$ cat config.mk
export PLATFORM = sky130hd
export DESIGN_NAME = timer_bank
export DESIGN_NICKNAME = d
export VERILOG_FILES = /design/src/core/timer_bank_pkg.sv /design/src/core/timer_unit_if.sv /design/src/core/timer_unit.sv /design/src/core/timer_bank.sv
export VERILOG_INCLUDE_DIRS = /design/src /design/src/core
export SDC_FILE = /design/constraint.sdc
export NUM_CORES = 1
export LEC_CHECK = 0
export ABC_AREA = 1
export BUFFER_PORTS_ARGS = -buffer_cell sky130_fd_sc_hd__buf_2
export CAP_MARGIN = 10
export CORE_ASPECT_RATIO = 0.7
export CORE_MARGIN = 2
export CORE_UTILIZATION = 61
export DETAILED_ROUTE_END_ITERATION = 10
export PLACE_DENSITY = 0.92
export SLEW_MARGIN = 20
export SYNTH_ARGS = -nofsm -noshare
export SYNTH_HDL_FRONTEND = slang
export SYNTH_SLANG_ARGS = --single-unit
export TNS_END_PERCENT = 1
$ cat constraint.sdc
create_clock -name clk -period 1.9 [get_ports clk]
set_input_delay 0.19 -clock clk [delete_from_list [all_inputs] [get_ports clk]]
set_output_delay 0.19 -clock clk [all_outputs]
set_load 0.03 [all_outputs]
$ cat src/core/timer_bank_regs.svh
// Purpose: register offsets, field positions and reset values of the
//          four-unit timer bank
// Assumes: byte addresses on a plain register port
// Notes:   definitions only
`ifndef TIMER_BANK_REGS_SVH
`define TIMER_BANK_REGS_SVH

// ****************************************************************
// register offsets
// ****************************************************************
`define TB_ADDR_W 8
`define TB_OFS_UNIT1_RELOAD 8'h00
`define TB_OFS_UNIT1_COUNT 8'h04
`define TB_OFS_UNIT1_CTRL 8'h08
`define TB_OFS_UNIT1_ACK 8'h0c
`define TB_OFS_UNIT1_STATE 8'h10
`define TB_UNIT_STRIDE 8'h14
`define TB_OFS_UNIT4_ACK 8'h48
`define TB_OFS_UNIT4_STATE 8'h4c
`define TB_OFS_BANK_MASKED 8'ha0
`define TB_OFS_BANK_ACK 8'ha4
`define TB_OFS_BANK_RAW 8'ha8
`define TB_OFS_REVISION 8'hac

// ****************************************************************
// control fields and reset values
// ****************************************************************
`define TB_CTRL_ENABLE 0
`define TB_CTRL_MODE 1
`define TB_CTRL_MASK 2
`define TB_CTRL_RESET 3'h0
`define TB_RELOAD_RESET 24'h00_0000
`define TB_COUNT_MAX 24'hff_ffff
`define TB_REVISION_DEFAULT 32'h0000_0001

`endif

$ cat src/core/timer_bank_pkg.sv
// Purpose: shared types of the timer bank
// Assumes: nothing
// Notes:   numbers live in timer_bank_regs.svh
package timer_bank_pkg;
    typedef logic [23:0] count_t;
    typedef logic [2:0] ctrl_t;
    typedef logic [31:0] word_t;
endpackage : timer_bank_pkg

$ cat src/core/timer_unit_if.sv
// Purpose: bundle between bank decoder and one timer unit
// Assumes: one clock
// Notes:   decoder drives controls, unit returns state
`timescale 1ns/10ps
interface timer_unit_if;
    import timer_bank_pkg::*;
    ctrl_t control;
    count_t reloadValue;
    logic reloadWrite;
    logic irqClear;
    count_t presentCount;
    logic rawIrq;
    modport bank (output control, output reloadValue, output reloadWrite,
        output irqClear, input presentCount, input rawIrq);
    modport unit (input control, input reloadValue, input reloadWrite,
        input irqClear, output presentCount, output rawIrq);
endinterface : timer_unit_if

$ cat src/core/timer_unit.sv
// Purpose: one down-counting timer with a sticky interrupt
// Assumes: control and reload value held by the bank
// Notes:   set of the interrupt wins over a clear in the same cycle
`timescale 1ns/10ps
`include "timer_bank_regs.svh"
module timer_unit
    import timer_bank_pkg::*;
(
    input wire logic clk, // system clock
    input wire logic sys_rst, // sync reset, high
    timer_unit_if.unit port // bank side
);
    count_t count;
    count_t next_count;
    logic irq;
    logic next_irq;
    logic hitZero;

    // ************************************************************
    // counting and interrupt
    // ************************************************************
    // count down, reload or wrap at zero
    always_comb begin
        next_count = count;
        hitZero = 1'b0;
        if (!port.control[`TB_CTRL_ENABLE]) begin
            next_count = port.reloadValue; // disabled: preload
        end else if (count == 24'h00_0000) begin
            hitZero = 1'b1;
            next_count = port.control[`TB_CTRL_MODE] ? port.reloadValue
                : `TB_COUNT_MAX;
        end else begin
            next_count = count - 24'h00_0001;
        end
        // a set beats a clear, so no zero crossing is lost
        next_irq = hitZero | (irq & ~port.irqClear);
    end

    // registers only
    always_ff @(posedge clk) begin
        if (sys_rst) begin
            count <= `TB_RELOAD_RESET;
            irq <= 1'b0;
        end else begin
            count <= next_count;
            irq <= next_irq;
        end
    end

    assign port.presentCount = count;
    assign port.rawIrq = irq;
endmodule : timer_unit

$ cat src/core/timer_bank.sv
// Purpose: four-unit down-counting timer bank with interrupt control
// Assumes: plain register port, read data valid one cycle after strobe
// Notes:   unmapped addresses read zero and ignore writes
`timescale 1ns/10ps
`include "timer_bank_regs.svh"
module timer_bank
    import timer_bank_pkg::*;
#(
    parameter int UNITS = 4,
    parameter word_t REVISION = `TB_REVISION_DEFAULT // arbitrary value
) (
    input wire logic clk, // 25 MHz system clock
    input wire logic sys_rst, // sync reset, high
    input wire logic [`TB_ADDR_W-1:0] regAddr, // byte address
    input wire logic [31:0] regWdata, // write data
    input wire logic regWrite, // write strobe
    input wire logic regRead, // read strobe
    output logic [31:0] regRdata, // read data, cycle after strobe
    output logic [UNITS-1:0] timerIrq // masked interrupts, high
);
    timer_unit_if unitPort[UNITS] ();
    ctrl_t control [UNITS];
    ctrl_t next_control [UNITS];
    count_t reloadValue [UNITS];
    count_t next_reloadValue [UNITS];
    logic [UNITS-1:0] rawIrq;
    logic [UNITS-1:0] maskedIrq;
    logic [UNITS-1:0] irqClear;
    logic [UNITS-1:0] reloadWrite;
    count_t presentCount [UNITS];
    word_t rdata;
    word_t next_rdata;
    logic [UNITS-1:0] ctrlHit;
    logic [UNITS-1:0] reloadHit;

    // offset of a register inside unit n's group
    function automatic logic [`TB_ADDR_W-1:0] unitAddr(
        input int n, input logic [`TB_ADDR_W-1:0] base);
        logic [`TB_ADDR_W-1:0] step;
        step = `TB_UNIT_STRIDE * n[`TB_ADDR_W-1:0];
        unitAddr = base + step;
    endfunction : unitAddr

    // ************************************************************
    // timer units
    // ************************************************************
    // one unit per timer, each with its own bundle
    for (genvar n = 0; n < UNITS; n++) begin : g_unit
        assign unitPort[n].control = control[n];
        assign unitPort[n].reloadValue = reloadValue[n];
        assign unitPort[n].reloadWrite = reloadWrite[n];
        assign unitPort[n].irqClear = irqClear[n];
        assign presentCount[n] = unitPort[n].presentCount;
        assign rawIrq[n] = unitPort[n].rawIrq;
        assign maskedIrq[n] = rawIrq[n]
            & ~control[n][`TB_CTRL_MASK];
        assign ctrlHit[n] = regAddr == unitAddr(n, `TB_OFS_UNIT1_CTRL);
        assign reloadHit[n] = regAddr == unitAddr(n, `TB_OFS_UNIT1_RELOAD);
        assign reloadWrite[n] = regWrite & reloadHit[n];
        // per-unit ack or bank ack, each only on a read
        assign irqClear[n] = regRead
            & ((regAddr == unitAddr(n, `TB_OFS_UNIT1_ACK))
            | (regAddr == `TB_OFS_BANK_ACK));
        timer_unit u_unit (
            .clk(clk),
            .sys_rst(sys_rst),
            .port(unitPort[n])
        );
    end

    // output follows the masked state, no extra delay
    assign timerIrq = maskedIrq;

    // ************************************************************
    // writable registers
    // ************************************************************
    // control and reload values, written only at their own offsets
    always_comb begin
        for (int n = 0; n < UNITS; n++) begin
            next_control[n] = control[n];
            next_reloadValue[n] = reloadValue[n];
            if (regWrite && ctrlHit[n]) begin
                next_control[n] = regWdata[2:0];
            end
            if (reloadWrite[n]) begin
                next_reloadValue[n] = regWdata[23:0];
            end
        end
    end

    // registers only
    always_ff @(posedge clk) begin
        for (int n = 0; n < UNITS; n++) begin
            if (sys_rst) begin
                control[n] <= `TB_CTRL_RESET;
                reloadValue[n] <= `TB_RELOAD_RESET;
            end else begin
                control[n] <= next_control[n];
                reloadValue[n] <= next_reloadValue[n];
            end
        end
    end

    // ************************************************************
    // read path
    // ************************************************************
    // data registered so it stands in the cycle after the strobe only;
    // acknowledge offsets fall through to zero
    always_comb begin
        next_rdata = 32'h0000_0000;
        if (regRead) begin
            for (int n = 0; n < UNITS; n++) begin
                if (reloadHit[n]) begin
                    next_rdata = {8'h00, reloadValue[n]};
                end
                if (regAddr == unitAddr(n, `TB_OFS_UNIT1_COUNT)) begin
                    next_rdata = {8'h00, presentCount[n]};
                end
                if (ctrlHit[n]) begin
                    next_rdata = {29'h0, control[n]};
                end
                if (regAddr == unitAddr(n, `TB_OFS_UNIT1_STATE)) begin
                    next_rdata = {31'h0, rawIrq[n]};
                end
            end
            unique case (regAddr)
                `TB_OFS_BANK_MASKED: begin
                    next_rdata = {28'h0, maskedIrq};
                end
                `TB_OFS_BANK_RAW: begin
                    next_rdata = {28'h0, rawIrq};
                end
                `TB_OFS_REVISION: begin
                    next_rdata = REVISION;
                end
                default: begin
                end
            endcase
        end
    end

    // registers only
    always_ff @(posedge clk) begin
        if (sys_rst) begin
            rdata <= 32'h0000_0000;
        end else begin
            rdata <= next_rdata;
        end
    end

    assign regRdata = rdata;
endmodule : timer_bank

# == After elaboration in Yosys (flattened, before gate mapping) ==
# Memory sizes are Yosys's and may differ from the RTL's.
# Index checks and enable logic that the tools add are counted.
# totals
input_bits,44
regBits,132
ram_bits,108
mem_count,2
out_inout_bits,36
elab_cells,145
# mem_list
name,depth,word_bits,rd,rd_clocked_by_memory_dff,write_ports,line_no,source
reloadValue,4,24,4,0,4,timer_bank.sv:24,count_t reloadValue [UNITS];
control,4,3,4,0,4,timer_bank.sv:22,ctrl_t control [UNITS];
# op_classes
n_addsub,4
bitwise,41
eq_ne,23
n_reduce_logical,10
muxes,56
# op_table
operator,n
24-bit 2-to-1 mux,21
32-bit 2-to-1 mux,15
24-bit logical NOT,4
32-bit one-hot mux with 3 select lines,1
"24-bit by 1-bit subtractor with 24-bit output, second input constant",4
"8-bit by 6-bit == test with 1-bit output, second input constant",8
"8-bit by 5-bit == test with 1-bit output, second input constant",4
"8-bit by 7-bit == test with 1-bit output, second input constant",4
"8-bit == test, second input constant",4
3-bit 2-to-1 mux,8
1-bit bitwise AND,16
"8-bit by 4-bit == test with 1-bit output, second input constant",2
1-bit bitwise OR,16
1-bit 2-to-1 mux,11
1-bit NOT,9
"8-bit by 3-bit == test with 1-bit output, second input constant",1
8-bit logical NOT,1
1-bit logical AND,4
2-bit OR reduction,1

# == Logic depth before layout (Yosys ltp) ==
# logic_depth
depth_word,18
depth_mapped,15
depth_no_buf,15

# == Cells and area by module ==
# A second synthesis with hierarchy kept.
# hier_totals
hier_cells,1975
area_unflattened_um2,13150.1
# by_module_without_submodules
mod,cells_per_inst,seq_area_each_um2,instances,area_each_um2
timer_unit,269,500.5,4,1717.9
timer_bank,899,2642.5,1,6278.5

# == Least setup slack after synthesis ==
# OpenSTA, ideal clock, no wires.
# synth_timing
kind,flip-flop to flip-flop
from,register g_unit[2].u_unit.count[0]
to,register g_unit[2].u_unit.count[22]
period_less_slack_ps,1787
slack_ps,113
required_time_ps,1814
setup_ps,86
stages_incl_launch_ff,13
path_buffers,0
arrival_ps,1701
cell_sequence,dfxtp_1 inv_1 ha_1 nand2_1 nor2_1 inv_2 nor2_1 nand2_1 nor2_1 nand3_1 xor2_1 nor2_1 a211oi_1
# synth_between
elab_chain_len,3
word_cells_on_any_way,4
cone_classes,add/sub (1); mux (2); reduce/logical (1)
# synth_lines
item,line_no,source
start: declaration,timer_unit.sv:13,count_t count;
start signal: assignment,timer_unit.sv:42,count <= `TB_RELOAD_RESET;
start signal: assignment,timer_unit.sv:45,count <= next_count;
24-bit by 1-bit subtractor with 24-bit output or 24-bit logical NOT (tied branches),"timer_unit.sv:33, timer_unit.sv:28",
24-bit 2-to-1 mux (*),timer_unit.sv:28,end else if (count == 24'h00_0000) begin
24-bit 2-to-1 mux (*),timer_unit.sv:26,if (!port.control[`TB_CTRL_ENABLE]) begin
# Every way passes the cells marked *; elsewhere a longest branch is shown, timed or not.
# A chain may end at the register's enable or synchronous reset.

# == Worst setup path in the final report ==
# layout_timing
from,register g_unit[0].u_unit.count[0]
to,register g_unit[0].u_unit.count[23]
# layout_between
elab_chain_len,3
word_cells_on_any_way,4
cone_classes,add/sub (1); mux (2); reduce/logical (1)
# layout_lines
item,line_no
start: declaration,timer_unit.sv:13
start signal: assignment,timer_unit.sv:42
start signal: assignment,timer_unit.sv:45
24-bit by 1-bit subtractor with 24-bit output or 24-bit logical NOT (tied branches),"timer_unit.sv:33, timer_unit.sv:28"
24-bit 2-to-1 mux (*),timer_unit.sv:28
24-bit 2-to-1 mux (*),timer_unit.sv:26
# Marked as above.

==> impl_metrics.ini <==
[run_status]
status = finished, violations left
violations = negative setup slack

[finish]
fillers = 1260
syn_to_final_growth_pct = 23.7
design_area_sq_mm = 0.0141
diodes = 0
drive_above_1_share_pct = 22.9
utilization_pct = 77.8
nNetsFinal = 1821
layout.cells.non_filler = 2020

[sta]
worst_pin_slew_ns = 0.874
hold_viol = 0
setup_tns_ns = -0.488
period_share_pct = 108
max-slew-margin-rel_pct = 41.8
min_period_ns = 2.05
fin_skew_ns = 0.0117
max_freq_mhz = 489
slew_viol_final = 0
fin_ws_ns = -0.147
setup_viol = 14
rsz0062_at_grt = yes

[clocking]
cts_tree = built
numClockSinks = 232
numCtsBuffers = 22
clk_pin_slew_ns = 0.07
clk_latency_ns = 0.51
cts_root_buf = clkbuf_16
htree_levels = 1
clockBufferDepth = 3

[critical_path]
critPathTopFamily = simple AND/OR/NAND/NOR gates
worst-path-buf-inv = 4
crit_path_max_incr_delay_ns = 0.32
cp.required_ns = 2.29
end_kind = flip-flop
cp_cell_sequence = inv_2 > buf_4 > nand2_2 > nor3_4 > nand4_1 > nor2_2 > nand3_2 > nor2_2 > inv_2 > nor2_4 > inv_2 > o21ai_2 > a21oi_1
crit_top_cell = inv_2
arrival_ns = 2.44
crit_fanout = 3
startpoint_type = flip-flop
critPathSlowestCell = dfxtp_2
critPathKind = reg2reg

[min_path]
hp-class = in2reg

[yosys]
async_flop_share_pct = 0
yosysWarningCount = 0
yosysTopAreaCell = dfxtp_1
synthMostInstantiatedCell = dfxtp_1
seq_area_frac_synth_pct = 40.7
syn-cell-area_sq_mm = 0.0114
yosysTopAreaCellShare_pct = 40.7
synth.avg_cell_area_sq_um = 7.20
synthCells = 1586
synth.top_cells.by_count = dfxtp_1 (232), a21oi_1 (205), nand2_1 (198), inv_1 (197), nor2_1 (131)
synth_area_leaders = dfxtp_1 (41%), a21oi_1 (9.0%), nand2_1 (6.5%), inv_1 (6.5%), o21ai_0 (5.3%)
ys_ff_latch = 232
ys_types = 49
ys.flop_type = dfxtp_1
synth_edf_count = 0

[routing]
drcViolationCount = 0
drt_first_pass_iters = 8
via_count = 12700
wire_per_inst_um = 19.2
drtAntennaViolNets = 0
vias_per_cell = 6.26
initialDrtViolationCount = 1812
wirelength_mm = 38.8

[placed_design]
dp_hpwl_mm = 27.6
pre_cts_ws_ns = -0.133
placed_cells = 1975
port-buffer-count = 63
postPlaceCellArea_sq_mm = 0.0130
gp_congestion = 0.964

[run]
maxCapViolations = 0

[global_routing]
grt_max_degree = 65
grt.total_usage_pct = 37.9
grt_pass1_vias = 11500
grt_remaining_overflow = 0
grt_pass1_wl_mm = 60.3
antenna_found_initial = 1

[floorplan]
die_w_um = 168
rows = 41
die_y_um = 118
ios = 80
die_area_sq_mm = 0.0199
coreArea_sq_mm = 0.0182
start_util_pct = 62.9

[power_and_ir_drop]
power_leakage_nw = 6.04
p_per_area_mw_per_mm2 = 698
irDropWorstVdd_uv = 619
[through the flow]
stage / hold WS (ns) / total power (W)
6_report: 0.0145 / 0.00986
2_1_floorplan: 0.325 / 0.00526
5_1_grt: 0.0173 / 0.0101
4_1_cts: 0.00571 / 0.00982
3_5_place_dp: 0.442 / 0.00549
3_3_place_gp: 0.426 / 0.00548
[logic make-up (layout without fill, tap and decap cells)]
family / after synthesis / after routing / synth area share, %
compound gates: 519 / 519 / 26.2
xor+xnor: 33 / 33 / 2.53
fa+ha+maj: 8 / 8 / 0.876
buf+inv: 314 / 505 / 11.0
flops: 232 / 232 / 40.7
other cells: 1 / 8 / 0.0328
simple gates: 479 / 479 / 18.7
[metal layers]
layer,GRT usage (%),wire (um),vias up
li1,-,-,5743
met1,54.4,15300,5789
met2,58.3,16600,969
met3,6.50,5450,150
met4,12.0,1490,0
met5,0,0,-
[path summary, 6_finish.rpt]
check                                                         endpoint  cells after the start  slack, ns                             startpoint
worst max-delay path            g_unit[0].u_unit.port.presentCount[23]                     13      -0.15  g_unit[0].u_unit.port.presentCount[0]
worst min register to register                      reloadValue[0][23]                      2       0.47                     reloadValue[0][23]
worst min-delay path                                 reloadValue[2][6]                      3       0.01                            regWdata[6]
worst max register to register  g_unit[0].u_unit.port.presentCount[23]                     13      -0.15  g_unit[0].u_unit.port.presentCount[0]
[where the power goes]
group / total (W) / switching (W) / internal, W
logic: 0.000561 / 0.000384 / 0.000177
registers: 0.00488 / 0.00000773 / 0.00487
clock network: 0.00442 / 0.00190 / 0.00252
[sequential cells by signal, indices dropped and copies added, names as in the netlist]
register and flops:
reloadValue 96, control 12, g_unit.u_unit.port.rawIrq 4, g_unit.u_unit.port.presentCount 96, regRdata 24
[cells in the final DEF, fill, tap and decap left out, types with 8 or more instances in the layout]
master,Yosys,routed
a21oi_1,205,205
a221oi_1,45,43
a31oi_1,27,27
buf_12,0,10
buf_2,23,63
buf_4,8,152
clkbuf_16,0,23
clkbuf_8,0,8
conb_1,1,8
dfxtp_1,232,221
dfxtp_2,0,11
inv_1,197,189
inv_2,38,42
nand2_1,198,191
nand2_2,6,13
nand3_1,76,72
nand4_1,16,16
nor2_1,131,103
nor2_2,9,25
nor2_4,6,18
nor3_1,17,14
o2111ai_1,8,8
o21ai_0,122,117
o21ai_1,57,58
o221ai_1,9,9
o22ai_1,16,16
xnor2_1,8,8
xor2_1,25,25
[final cells by class]
type / instances / area, sq um / share of cell area (%)
multi-input cells: 1047 / 5840 / 41.3
inverters: 235 / 892 / 6.31
well taps: 236 / 295 / 2.09
repair buffers: 231 / 1720 / 12.2
clock inverters: 4 / 22.5 / 0.159
clock buffers: 35 / 701 / 4.96
flip-flops and latches: 232 / 4660 / 33.0
[worst reg2reg max path: stages, from the launching register on]
cell and delay [ns]:
dfxtp_2 0.32, inv_2 0.05, buf_4 0.12, nand2_2 0.10, nor3_4 0.29, nand4_1 0.21, nor2_2 0.19, nand3_2 0.11
nor2_2 0.12, inv_2 0.07, nor2_4 0.09, inv_2 0.06, o21ai_2 0.12, a21oi_1 0.07
[what timing repair did]
item	in CTS	in global routing
hold buffers	4	0
gates resized for setup	15	86
hold endpoints to repair	4	0
pin swaps	0	12
setup endpoints to repair	47	92
buffers inserted	0	2
No activity file was read; power rests on OpenSTA's default activity.
